### src/verilog/ipc_pkg.sv
// Constants, register map and shared helpers of the I/O pin port control.
// Assumes a single 40 MHz clock and an AXI4-Lite master on the register side.
package ipc_pkg;
   localparam int          IPC_PINS       = 8;
   localparam int          IPC_DBG_PINS   = 3;
   localparam int          IPC_LED_PINS   = 2;
   localparam int          IPC_FUNCS      = 4;
   localparam int          IPC_AW         = 8;
   // Register word indices (byte address bits 7:2)
   localparam logic [5:0]  IPC_IDX_DIR    = 6'h00;
   localparam logic [5:0]  IPC_IDX_DATA   = 6'h01;
   localparam logic [5:0]  IPC_IDX_PULL   = 6'h02;
   localparam logic [5:0]  IPC_IDX_FILT   = 6'h03;
   localparam logic [5:0]  IPC_IDX_FUNC   = 6'h04;
   localparam logic [5:0]  IPC_IDX_CLK    = 6'h05;
   localparam logic [5:0]  IPC_IDX_PROT   = 6'h06;
   localparam logic [5:0]  IPC_IDX_LED    = 6'h07;
   // Field positions
   localparam int          IPC_HI_BYTE    = 8;
   localparam int          IPC_CLK_DIV_LO = 4;
   localparam int          IPC_CLK_RUN_IN_DEBUG  = 8;
   // Reset values and codes
   localparam logic [15:0] IPC_UNLOCK_KEY = 16'h0096;
   localparam logic [7:0]  IPC_RST_BYTE   = 8'h00;
   localparam logic [1:0]  IPC_RESP_OKAY  = 2'b00;
   localparam logic [1:0]  IPC_RESP_SLV   = 2'b10;

   // Per bit: follow b once a and b agree, else hold q
   function automatic logic [IPC_PINS+IPC_DBG_PINS-1:0] ipc_agree
      (input logic [IPC_PINS+IPC_DBG_PINS-1:0] a,
       input logic [IPC_PINS+IPC_DBG_PINS-1:0] b,
       input logic [IPC_PINS+IPC_DBG_PINS-1:0] q);
      ipc_agree = (a & b) | (q & (a | b));
   endfunction
endpackage

### src/verilog/ipc_sync.sv
// Three-stage pad synchroniser; a change counts once stages two and three agree.
// Assumes asynchronous pad levels on d.
module ipc_sync
   import ipc_pkg::*;
(
   // Clock and reset
   input  wire logic                              aclk,
   input  wire logic                              aresetn,
   // Levels
   input  wire logic [IPC_PINS+IPC_DBG_PINS-1:0]  d,
   output logic      [IPC_PINS+IPC_DBG_PINS-1:0]  q
);
   logic [IPC_PINS+IPC_DBG_PINS-1:0] s1_ff;
   logic [IPC_PINS+IPC_DBG_PINS-1:0] s2_ff;
   logic [IPC_PINS+IPC_DBG_PINS-1:0] s3_ff;
   logic [IPC_PINS+IPC_DBG_PINS-1:0] q_ff;

   always_ff @(posedge aclk)
   begin
      if (!aresetn)
      begin
         s1_ff <= '0;
         s2_ff <= '0;
         s3_ff <= '0;
         q_ff  <= '0;
      end
      else
      begin
         s1_ff <= d;
         s2_ff <= s1_ff;
         s3_ff <= s2_ff;
         q_ff  <= ipc_agree(s2_ff, s3_ff, q_ff);
      end
   end

   assign q = q_ff;
endmodule

### src/verilog/ipc_glitch_filter.sv
// Input glitch filter for one port group, stepped by the sample tick.
// Assumes tick is a one-cycle enable and d is already synchronised.
module ipc_glitch_filter
   import ipc_pkg::*;
(
   // Clock and reset
   input  wire logic                 aclk,
   input  wire logic                 aresetn,
   // Sample tick and data
   input  wire logic                 tick,
   input  wire logic [IPC_PINS-1:0]  d,
   output logic      [IPC_PINS-1:0]  q
);
   localparam int PAD = IPC_DBG_PINS;
   logic [IPC_PINS-1:0] smp_ff;
   logic [IPC_PINS-1:0] q_ff;
   logic [IPC_PINS+PAD-1:0] agree;

   assign agree = ipc_agree({{PAD{1'b0}}, d}, {{PAD{1'b0}}, smp_ff}, {{PAD{1'b0}}, q_ff});

   always_ff @(posedge aclk)
   begin
      if (!aresetn)
      begin
         smp_ff <= '0;
         q_ff   <= '0;
      end
      else if (tick)
      begin
         smp_ff <= d;
         q_ff   <= agree[IPC_PINS-1:0];
      end
   end

   assign q = q_ff;
endmodule

### src/verilog/ipc_top.sv
// I/O pin port control: one GPIO group, the debug group and LED drive pins.
// Assumes clock generator source ticks on aclk and an AXI4-Lite master.
// Function
// - Per pin pull-up, pull-down or none
// - Per pin glitch filter enable
// - GPIO or one of four peripherals
// - Reset leaves non-debug pins Hi-Z
// - Debug group pins 0-2 stay debug
// - Pins numbered 0 to 7 in the GPIO group, 0 to 2 in the debug group
// - Input enable low gates input off; here it gates GPIO data only, not periph_in
// - LED pins output only, no pulls
// - LED pins open drain, low or released
// - GPIO output may go high impedance
// - Filter works only with sample clock
// - 2-bit source and 4-bit divider
// - Sample interval from source and divider
// - Sleep-stop 0 keeps filter running
// - Sleep-stop 1 stops all filtering
// - Reject pulses below sampling interval
// - Debug mode stops clock unless enabled
// - Output bit drives pad, input reads
//
// Design decisions made here: the register addresses and the AXI4-Lite slave port.
module ipc_top
   import ipc_pkg::*;
(
   // Clock and reset
   input  wire logic                          aclk,
   input  wire logic                          aresetn,
   // AXI4-Lite write
   input  wire logic [ipc_pkg::IPC_AW-1:0]    s_axi_awaddr,
   input  wire logic                          s_axi_awvalid,
   output logic                               s_axi_awready,
   input  wire logic [31:0]                   s_axi_wdata,
   input  wire logic [3:0]                    s_axi_wstrb,
   input  wire logic                          s_axi_wvalid,
   output logic                               s_axi_wready,
   output logic [1:0]                         s_axi_bresp,
   output logic                               s_axi_bvalid,
   input  wire logic                          s_axi_bready,
   // AXI4-Lite read
   input  wire logic [ipc_pkg::IPC_AW-1:0]    s_axi_araddr,
   input  wire logic                          s_axi_arvalid,
   output logic                               s_axi_arready,
   output logic [31:0]                        s_axi_rdata,
   output logic [1:0]                         s_axi_rresp,
   output logic                               s_axi_rvalid,
   input  wire logic                          s_axi_rready,
   // Clock generator and system state
   input  wire logic [3:0]                    src_tick,
   input  wire logic                          sleep_stop_select,
   input  wire logic                          sleep_mode,
   input  wire logic                          debug_mode,
   // GPIO pads
   input  wire logic [ipc_pkg::IPC_PINS-1:0]  pad_in,
   output logic [ipc_pkg::IPC_PINS-1:0]       pad_out,
   output logic [ipc_pkg::IPC_PINS-1:0]       pad_oe,
   output logic [ipc_pkg::IPC_PINS-1:0]       pad_pull_en,
   output logic [ipc_pkg::IPC_PINS-1:0]       pad_pull_up,
   // Peripheral functions, index func*8+pin
   input  wire logic [31:0]                   periph_out,
   input  wire logic [31:0]                   periph_oe,
   output logic [ipc_pkg::IPC_PINS-1:0]       periph_in,
   // Debug group pads and debug unit
   input  wire logic [ipc_pkg::IPC_DBG_PINS-1:0] dbg_pad_in,
   output logic [ipc_pkg::IPC_DBG_PINS-1:0]   dbg_pad_out,
   output logic [ipc_pkg::IPC_DBG_PINS-1:0]   dbg_pad_oe,
   input  wire logic [ipc_pkg::IPC_DBG_PINS-1:0] dbg_unit_out,
   input  wire logic [ipc_pkg::IPC_DBG_PINS-1:0] dbg_unit_oe,
   output logic [ipc_pkg::IPC_DBG_PINS-1:0]   dbg_unit_in,
   // LED drive pads, pad low while enable high
   output logic [ipc_pkg::IPC_LED_PINS-1:0]   led_pad_oe
);
   // Pin configuration
   logic [IPC_PINS-1:0]     oen_ff;
   logic [IPC_PINS-1:0]     ien_ff;
   logic [IPC_PINS-1:0]     odat_ff;
   logic [IPC_PINS-1:0]     pen_ff;
   logic [IPC_PINS-1:0]     pup_ff;
   logic [IPC_PINS-1:0]     fen_ff;
   logic [IPC_PINS-1:0]     psel_ff;
   logic [2*IPC_PINS-1:0]   pmux_ff;
   logic [IPC_LED_PINS-1:0] led_ff;
   // Filter clock configuration
   logic [1:0]              csrc_ff;
   logic [3:0]              cdiv_ff;
   logic                    run_in_debug_ff;
   logic                    unlocked_ff;
   logic [3:0]              dcnt_ff;
   logic                    tick_ff;
   logic                    clk_run;
   // Input path
   logic [IPC_PINS+IPC_DBG_PINS-1:0] sync_q;
   logic [IPC_PINS-1:0]     filt_q;
   logic [IPC_PINS-1:0]     pin_lvl;
   logic [IPC_PINS-1:0]     in_data_ff;
   logic [IPC_PINS-1:0]     nxt_out;
   logic [IPC_PINS-1:0]     nxt_oe;
   // Bus slave
   logic                    aw_full_ff;
   logic                    w_full_ff;
   logic [5:0]              widx_ff;
   logic [31:0]             wdata_ff;
   logic [3:0]              wstrb_ff;
   logic                    wr_fire;
   logic                    nxt_aw_full;
   logic                    nxt_w_full;
   logic                    nxt_bvalid;
   logic                    nxt_rvalid;
   logic                    rd_take;
   logic [31:0]             wv;

   // Register view, also the base for byte-strobe merges
   function automatic logic [31:0] reg_view(input logic [5:0] idx);
      unique case (idx)
         IPC_IDX_DIR:  reg_view = {16'h0000, ien_ff, oen_ff};
         IPC_IDX_DATA: reg_view = {16'h0000, in_data_ff, odat_ff};
         IPC_IDX_PULL: reg_view = {16'h0000, pup_ff, pen_ff};
         IPC_IDX_FILT: reg_view = {24'h00_0000, fen_ff};
         IPC_IDX_FUNC: reg_view = {8'h00, pmux_ff, psel_ff};
         IPC_IDX_CLK:  reg_view = {23'h00_0000, run_in_debug_ff, cdiv_ff, 2'b00, csrc_ff};
         IPC_IDX_PROT: reg_view = {31'h0000_0000, unlocked_ff};
         IPC_IDX_LED:  reg_view = {30'h0000_0000, led_ff};
         default:      reg_view = 32'h0000_0000;
      endcase
   endfunction

   function automatic logic mapped(input logic [5:0] idx);
      mapped = (idx <= IPC_IDX_LED);
   endfunction

   function automatic logic [31:0] merge(input logic [31:0] o, input logic [31:0] n,
                                         input logic [3:0] s);
      for (int b = 0; b < 4; b++)
         merge[8*b +: 8] = s[b] ? n[8*b +: 8] : o[8*b +: 8];
   endfunction

   // ---------------- AXI4-Lite slave ----------------
   assign wr_fire     = aw_full_ff && w_full_ff && !s_axi_bvalid;
   assign nxt_aw_full = (aw_full_ff || (s_axi_awvalid && s_axi_awready)) && !wr_fire;
   assign nxt_w_full  = (w_full_ff || (s_axi_wvalid && s_axi_wready)) && !wr_fire;
   assign nxt_bvalid  = wr_fire || (s_axi_bvalid && !s_axi_bready);
   assign rd_take     = s_axi_arvalid && s_axi_arready;
   assign nxt_rvalid  = rd_take || (s_axi_rvalid && !s_axi_rready);
   assign wv          = merge(reg_view(widx_ff), wdata_ff, wstrb_ff);

   always_ff @(posedge aclk)
   begin
      if (!aresetn)
      begin
         aw_full_ff    <= 1'b0;
         w_full_ff     <= 1'b0;
         widx_ff       <= '0;
         wdata_ff      <= '0;
         wstrb_ff      <= '0;
         s_axi_awready <= 1'b0;
         s_axi_wready  <= 1'b0;
         s_axi_bvalid  <= 1'b0;
         s_axi_bresp   <= IPC_RESP_OKAY;
      end
      else
      begin
         aw_full_ff    <= nxt_aw_full;
         w_full_ff     <= nxt_w_full;
         s_axi_awready <= !nxt_aw_full;
         s_axi_wready  <= !nxt_w_full;
         s_axi_bvalid  <= nxt_bvalid;
         if (s_axi_awvalid && s_axi_awready)
            widx_ff <= s_axi_awaddr[IPC_AW-1:2];
         if (s_axi_wvalid && s_axi_wready)
         begin
            wdata_ff <= s_axi_wdata;
            wstrb_ff <= s_axi_wstrb;
         end
         if (wr_fire)
            s_axi_bresp <= mapped(widx_ff) ? IPC_RESP_OKAY : IPC_RESP_SLV;
      end
   end

   always_ff @(posedge aclk)
   begin
      if (!aresetn)
      begin
         s_axi_arready <= 1'b0;
         s_axi_rvalid  <= 1'b0;
         s_axi_rdata   <= '0;
         s_axi_rresp   <= IPC_RESP_OKAY;
      end
      else
      begin
         s_axi_arready <= !nxt_rvalid;
         s_axi_rvalid  <= nxt_rvalid;
         if (rd_take)
         begin
            s_axi_rdata <= reg_view(s_axi_araddr[IPC_AW-1:2]);
            s_axi_rresp <= mapped(s_axi_araddr[IPC_AW-1:2]) ? IPC_RESP_OKAY : IPC_RESP_SLV;
         end
      end
   end

   // ---------------- Configuration registers ----------------
   // all-zero reset means Hi-Z
   always_ff @(posedge aclk)
   begin
      if (!aresetn)
      begin
         oen_ff  <= IPC_RST_BYTE;
         ien_ff  <= IPC_RST_BYTE;
         odat_ff <= IPC_RST_BYTE;
         pen_ff  <= IPC_RST_BYTE;
         pup_ff  <= IPC_RST_BYTE;
         fen_ff  <= IPC_RST_BYTE;
         psel_ff <= IPC_RST_BYTE;
         pmux_ff <= '0;
         led_ff  <= '0;
      end
      else if (wr_fire)
      begin
         unique case (widx_ff)
            IPC_IDX_DIR:
            begin
               oen_ff <= wv[IPC_PINS-1:0];
               ien_ff <= wv[IPC_HI_BYTE +: IPC_PINS];
            end
            IPC_IDX_DATA: odat_ff <= wv[IPC_PINS-1:0];
            IPC_IDX_PULL:
            begin
               pen_ff <= wv[IPC_PINS-1:0];
               pup_ff <= wv[IPC_HI_BYTE +: IPC_PINS];
            end
            IPC_IDX_FILT: fen_ff <= wv[IPC_PINS-1:0];
            IPC_IDX_FUNC:
            begin
               psel_ff <= wv[IPC_PINS-1:0];
               pmux_ff <= wv[IPC_HI_BYTE +: 2*IPC_PINS];
            end
            IPC_IDX_LED:  led_ff <= wv[IPC_LED_PINS-1:0];
            default:
            begin
            end
         endcase
      end
   end

   // Protection key and filter clock fields
   always_ff @(posedge aclk)
   begin
      if (!aresetn)
      begin
         unlocked_ff <= 1'b0;
         csrc_ff     <= 2'b00;
         cdiv_ff     <= 4'h0;
         run_in_debug_ff    <= 1'b0;
      end
      else if (wr_fire)
      begin
         if (widx_ff == IPC_IDX_PROT && wstrb_ff[1:0] == 2'b11)
            unlocked_ff <= (wdata_ff[15:0] == IPC_UNLOCK_KEY);
         if (widx_ff == IPC_IDX_CLK)
         begin
            run_in_debug_ff <= wv[IPC_CLK_RUN_IN_DEBUG];
            if (unlocked_ff)
            begin
               csrc_ff <= wv[1:0];
               cdiv_ff <= wv[IPC_CLK_DIV_LO +: 4];
            end
         end
      end
   end

   // ---------------- Filter sample clock ----------------
   // clock supply gating
   assign clk_run = !(sleep_mode && sleep_stop_select) && !(debug_mode && !run_in_debug_ff);

   always_ff @(posedge aclk)
   begin
      if (!aresetn)
      begin
         dcnt_ff <= 4'h0;
         tick_ff <= 1'b0;
      end
      else
      begin
         tick_ff <= 1'b0;
         if (clk_run && src_tick[csrc_ff])
         begin
            if (dcnt_ff >= cdiv_ff)
            begin
               dcnt_ff <= 4'h0;
               tick_ff <= 1'b1;
            end
            else
               dcnt_ff <= dcnt_ff + 4'h1;
         end
      end
   end

   // ---------------- Input path ----------------
   // pads synchronised first
   ipc_sync u_sync (
      .aclk    (aclk),
      .aresetn (aresetn),
      .d       ({dbg_pad_in, pad_in}),
      .q       (sync_q)
   );

   ipc_glitch_filter u_filt (
      .aclk    (aclk),
      .aresetn (aresetn),
      .tick    (tick_ff),
      .d       (sync_q[IPC_PINS-1:0]),
      .q       (filt_q)
   );

   assign pin_lvl = (fen_ff & filt_q) | (~fen_ff & sync_q[IPC_PINS-1:0]);

   // ---------------- Pad drive, per pin ----------------
   // pins 0 to 7 of the group
   for (genvar i = 0; i < IPC_PINS; i++)
   begin : g_pin
      logic [4:0] fi;
      assign fi = {pmux_ff[2*i +: 2], 3'(i)};
      assign nxt_oe[i]  = psel_ff[i] ? periph_oe[fi]  : oen_ff[i];
      assign nxt_out[i] = psel_ff[i] ? periph_out[fi] : odat_ff[i];
   end

   always_ff @(posedge aclk)
   begin
      if (!aresetn)
      begin
         pad_out     <= '0;
         pad_oe      <= '0;
         pad_pull_en <= '0;
         pad_pull_up <= '0;
         in_data_ff  <= '0;
         periph_in   <= '0;
      end
      else
      begin
         pad_out     <= nxt_out;
         pad_oe      <= nxt_oe;
         pad_pull_en <= pen_ff & ~nxt_oe & ~psel_ff;
         pad_pull_up <= pup_ff;
         in_data_ff  <= pin_lvl & ien_ff & ~psel_ff;
         periph_in   <= pin_lvl & psel_ff;
      end
   end

   always_ff @(posedge aclk)
   begin
      if (!aresetn)
      begin
         dbg_pad_out <= '0;
         dbg_pad_oe  <= '0;
         dbg_unit_in <= '0;
         led_pad_oe  <= '0;
      end
      else
      begin
         dbg_pad_out <= dbg_unit_out;
         dbg_pad_oe  <= dbg_unit_oe;
         dbg_unit_in <= sync_q[IPC_PINS +: IPC_DBG_PINS];
         led_pad_oe  <= led_ff;
      end
   end

   // ---------------- Assertions ----------------
   property p_reset_hiz;
      @(posedge aclk) !$past(aresetn) |-> (pad_oe == '0 && led_pad_oe == '0);
   endproperty
   a_reset_hiz: assert property (p_reset_hiz) else $error("pads driven after reset");

   property p_pull_off;
      @(posedge aclk) disable iff (!aresetn) (pad_oe & pad_pull_en) == '0;
   endproperty
   a_pull_off: assert property (p_pull_off) else $error("pull on a driven pad");

   property p_ien_gate;
      @(posedge aclk) disable iff (!aresetn) $past(ien_ff) == '0 |-> in_data_ff == '0;
   endproperty
   a_ien_gate: assert property (p_ien_gate) else $error("input seen while disabled");

   property p_locked;
      @(posedge aclk) disable iff (!aresetn)
         (wr_fire && widx_ff == IPC_IDX_CLK && !unlocked_ff) |=> $stable({csrc_ff, cdiv_ff});
   endproperty
   a_locked: assert property (p_locked) else $error("locked clock field changed");

   property p_unlock;
      @(posedge aclk) disable iff (!aresetn)
         (wr_fire && widx_ff == IPC_IDX_PROT && wstrb_ff[1:0] == 2'b11)
         |=> unlocked_ff == (wdata_ff[15:0] == IPC_UNLOCK_KEY);
   endproperty
   a_unlock: assert property (p_unlock) else $error("key decode wrong");

   property p_tick_stop;
      @(posedge aclk) disable iff (!aresetn) !clk_run |=> !tick_ff;
   endproperty
   a_tick_stop: assert property (p_tick_stop) else $error("tick while clock stopped");

   property p_filt_hold;
      @(posedge aclk) disable iff (!aresetn) !clk_run ##1 !clk_run |=> $stable(filt_q);
   endproperty
   a_filt_hold: assert property (p_filt_hold) else $error("filter moved without clock");

   property p_bhold;
      @(posedge aclk) disable iff (!aresetn)
         s_axi_bvalid && !s_axi_bready |=> s_axi_bvalid && $stable(s_axi_bresp);
   endproperty
   a_bhold: assert property (p_bhold) else $error("write response dropped");

   property p_rhold;
      @(posedge aclk) disable iff (!aresetn)
         s_axi_rvalid && !s_axi_rready |=> s_axi_rvalid && $stable(s_axi_rdata);
   endproperty
   a_rhold: assert property (p_rhold) else $error("read data dropped");
endmodule

### config.mk
export PLATFORM = sky130hd
export DESIGN_NAME = ipc_top
export DESIGN_NICKNAME = d
export VERILOG_FILES = /design/src/verilog/ipc_pkg.sv /design/src/verilog/ipc_sync.sv /design/src/verilog/ipc_glitch_filter.sv /design/src/verilog/ipc_top.sv
export SDC_FILE = /design/constraint.sdc
export NUM_CORES = 1
export LEC_CHECK = 0
export BUFFER_PORTS_ARGS = -buffer_cell sky130_fd_sc_hd__buf_4
export CAP_MARGIN = 20
export CORE_UTILIZATION = 58
export CTS_CLUSTER_SIZE = 25
export DETAILED_ROUTE_END_ITERATION = 10
export GPL_TIMING_DRIVEN = 1
export PLACE_DENSITY = 0.85
export SYNTH_ARGS = -nofsm -noshare
export SYNTH_HDL_FRONTEND = slang
export SYNTH_SLANG_ARGS = --single-unit
### constraint.sdc
create_clock -name aclk -period 5.7 [get_ports aclk]
set_input_delay 0.285 -clock aclk [delete_from_list [all_inputs] [get_ports aclk]]
set_output_delay 0.285 -clock aclk [all_outputs]
set_load 0.005 [all_outputs]
==> metrics.md <==
| Metric | Value |
|---|---|
| Status | `finished clean` |
| Critical path launch point type | `flip-flop` |
| Critical setup path kind | `reg -> reg` |
| Routed length per instance | `20.0 um` |
| Die Y | `139 um` |
| Tcrit/Tclk final | `45.8%` |
| Cells after Synth | `1188` |
| Worst Tran Pin Value | `about 1.1 ns` |
| CORE AREA | `18200 um^2` |
| Placed Instances | `1555` |
| First-pass GRT wire length | `roughly 51000 um` |
| Commonest non-fill, non-tap cell in the layout | `dfxtp_1` |
| DR vias | `10200` |
| Hpwl dp | `22100 um` |
| Worst setup startpoint | `widx_ff[0]` |
| Routed WL | `32800 um` |
| Num CTS Buffers | `27` |
| Ratio of cells with drive above 1 in the final layout | `21.7%` |
| Yosys cell types | `64` |
| Clock transition at path regs | `0.06 ns` |
| Vias per std cell | `6.19` |
| Syn-to-layout area delta | `26.0%` |
| R2r startpoint | `widx_ff[0]` |
| Final net count | `between 1500 and 2000` |
| CP required | `6.14 ns` |
| CTS tree | `yes` |
| Pin count of the biggest net entering global routing | `78` |
| Hold path cells | `3` |
| Vias in the first global route | `9789` |
| Post-Synth Adder-Cell Area | `0.572%` |
| Slew Viols, Final | `0` |
| Die footprint | `19400 um^2` |
| Cell Int Power | `3.10 mW` |
| Clock power share | `43.9%` |
| Setup Skew | `0.00883 ns` |
| Max_cap viols | `0` |
| Static Leak | `between 5 and 6 nW` |
| Clk Tree Root Cell | `clkbuf_16` |
| R2R setup slack | `3.09 ns` |
| Sw Share | `23.1%` |
| Placement Cell Area | `12500 um^2` |
| DIE WIDTH | `139 um` |
| CTS Sinks | `272` |
| # DRC | `0` |
| Gate power share | `approximately 7.4%` |
| Slowest stage cell on the critical path | `nor3_4` |
| Initial antenna violation count | `0` |
| Largest stage delay, worst path | `0.63 ns` |
| Avg Cell Area, Syn | `a little over 9 um^2` |
| Ys async rst share | `0%` |
| Critical path fanouts, max | `15` |
| H-tree depth | `1` |
| Most frequent cells in the layout | `dfxtp_1 (272), buf_4 (221), nand2_1 (141)` |
| Starting density of the core | `60.1%` |
| Headroom to the max-slew limit | `between 20% and 30%` |
| Number of synthesized flops with an enable pin | `0` |
| Row count | `49` |
| Max clock buf depth | `3` |
| Post-Synth XOR/XNOR Area | `0.240%` |
| Cell area after synthesis | `10900 um^2` |
| Worst Hold Class | `in -> reg` |
| Worst hold start | `s_axi_wdata[23]` |
| Worst path cell trace | `or4b_4 > nor3_4 > a222oi_1 > a41o_1 > o21ai_0` |
| Fin crit period | `2.61 ns` |
| Final core occ | `75.7%` |
| Initial DRC count | `1149` |
| Cell count of the worst reg-to-reg path | `5` |
| Grt ovf | `0` |
| Tot GR Track Use | `33.2%` |
| Most used DFF post-synth | `dfxtp_1` |
| Multiplexer share of the synthesized area | `9.14%` |
| Simple-Gate Fraction of Synth Area | `between 10% and 20%` |
| # port buffers | `215` |
| Reg power frac | `48.7%` |
| Count of final hold-check violations | `0` |
| F_max | `~380 MHz` |
| Detail Route Antenna Nets | `0` |
| Worst skew pair latency | `about 0.54 ns` |
| Final TNS setup | `0 ns` |
| PwrDens | `292 nW/um^2` |
| Crit path DAT | `3.05 ns` |
| Critical Path Sink Type | `flip-flop` |
| Diodes inserted | `0` |
| RSZ-0062 raised after global routing | `no` |
| Switch Pwr | `around 930 uW` |
| Peak VDD IR | `0.263 mV` |
| Register area share after synthesis | `49.8%` |
| Yosys reg bits | `between 200 and 300` |
| Final cell count without fillers | `1642` |
| Design area | `between 10000 and 15000 um^2` |
| Yosys warnings | `0` |
| Complex-gate fraction of the synthesized area | `16.4%` |
| DRT Pass-1 Iters | `6` |
| Setup WS post-layout | `3.09 ns` |
| Pre-CTS WS | `3.09 ns` |
| Routability cong. | `0.952` |
| Final setup viols | `0` |
| Largest family of logic cells by synthesized area | `simple AND/OR/NAND/NOR gates` |
| IO Count | `239` |
-- power groups by stage --
stage	clock network [mW]	registers, mW	logic (mW)
floorplan	0	1.99	0.158
global placement	0	2.00	0.265
detailed placement	0	2.00	0.270
CTS	1.78	1.96	0.291
global route	1.85	1.96	0.320
finish	1.77	1.96	0.299
-- what timing repair did --
item | 4_1_cts | 5_1_grt
hold buffers | 35 | 0
setup buffers | 0 | 0
gates resized for setup | 0 | 0
hold endpoints to repair | 35 | 0
endpoints found under the setup margin | 0 | 0
-- Yosys cell counts (all sizes together) (8+ instances only) --
master	n	area share, %
mux4	24	4.9
and3	8	0.46
and2	62	3.5
o21ai	94	4.3
a21oi	99	4.5
a221oi	12	1.0
nor4b	15	1.3
buf	34	1.7
o22ai	8	0.46
nand2	141	4.8
o2bb2ai	8	0.64
a22oi	16	1.1
dfxtp	272	50
mux2i	38	3.5
nand3	83	3.8
inv	12	0.41
nor2	91	3.1
a21o	8	0.55
clkbuf	58	2.0
-- worst paths after layout --
check	endpoint
max	odat_ff[5]
min	wdata_ff[23]
max reg2reg	odat_ff[5]
min reg2reg	u_sync.s2_ff[0]
-- per-stage QoR --
step / power [mW] / hold WS [ns]
after floorplan: 2.15 / 0.412
after global placement: 2.27 / 0.417
after detailed placement: 2.27 / 0.419
after CTS: 4.03 / 0.000252
after global routing: 4.13 / 0.0162
final: 4.03 / 0.00624
-- sequential cells by signal, indices dropped and copies added (netlist names), 11 cells and up --
register / count
pmux_ff: 16
s_axi_rdata: 24
u_sync.q: 11
u_sync.s1_ff: 11
u_sync.s2_ff: 11
u_sync.s3_ff: 11
wdata_ff: 24
-- layout make-up --
type,instances,area [um^2]
sequential,272,5450
tap,229,287
timing repair buffer,258,2040
multi-input combinational,820,5080
clock inverter,10,109
clock buffer,40,774
inverter,13,51.3
fill,1295,4430
-- critical path, delay by kind of cell, from the launching register on --
| family | cells | cell delay [ns] |
|---|---|---|
| AO/OA/AOI/OAI | 3 | 0.71 |
| AND/OR/NAND/NOR | 2 | 1.21 |
| flip-flops | 1 | 0.59 |
-- kinds of logic (layout without fill, tap and decap cells) --
logic type                 Yosys count  after routing
AOI/OAI and AO/OA                  295            295
xor gates and xnor gates             3              3
adders and majority gates            5              5
buffers and inverters              105            321
DFF                                272            272
muxes                               69             69
other                                1             10
and+or+nand+nor                    438            438
-- per-layer routing --
metal | part of all wire, % | routed length [um] | GRT usage, % | vias to the layer above
li1 | - | - | - | 4650
met1 | 38 | 12400 | 41.3 | 4766
met2 | 45 | 14800 | 53.9 | 657
met3 | 13 | 4240 | 9.70 | 98
met4 | 3.9 | 1290 | 13.6 | 0
met5 | 0 | 0 | 0 | -
Power figures use the tool's default switching activity.
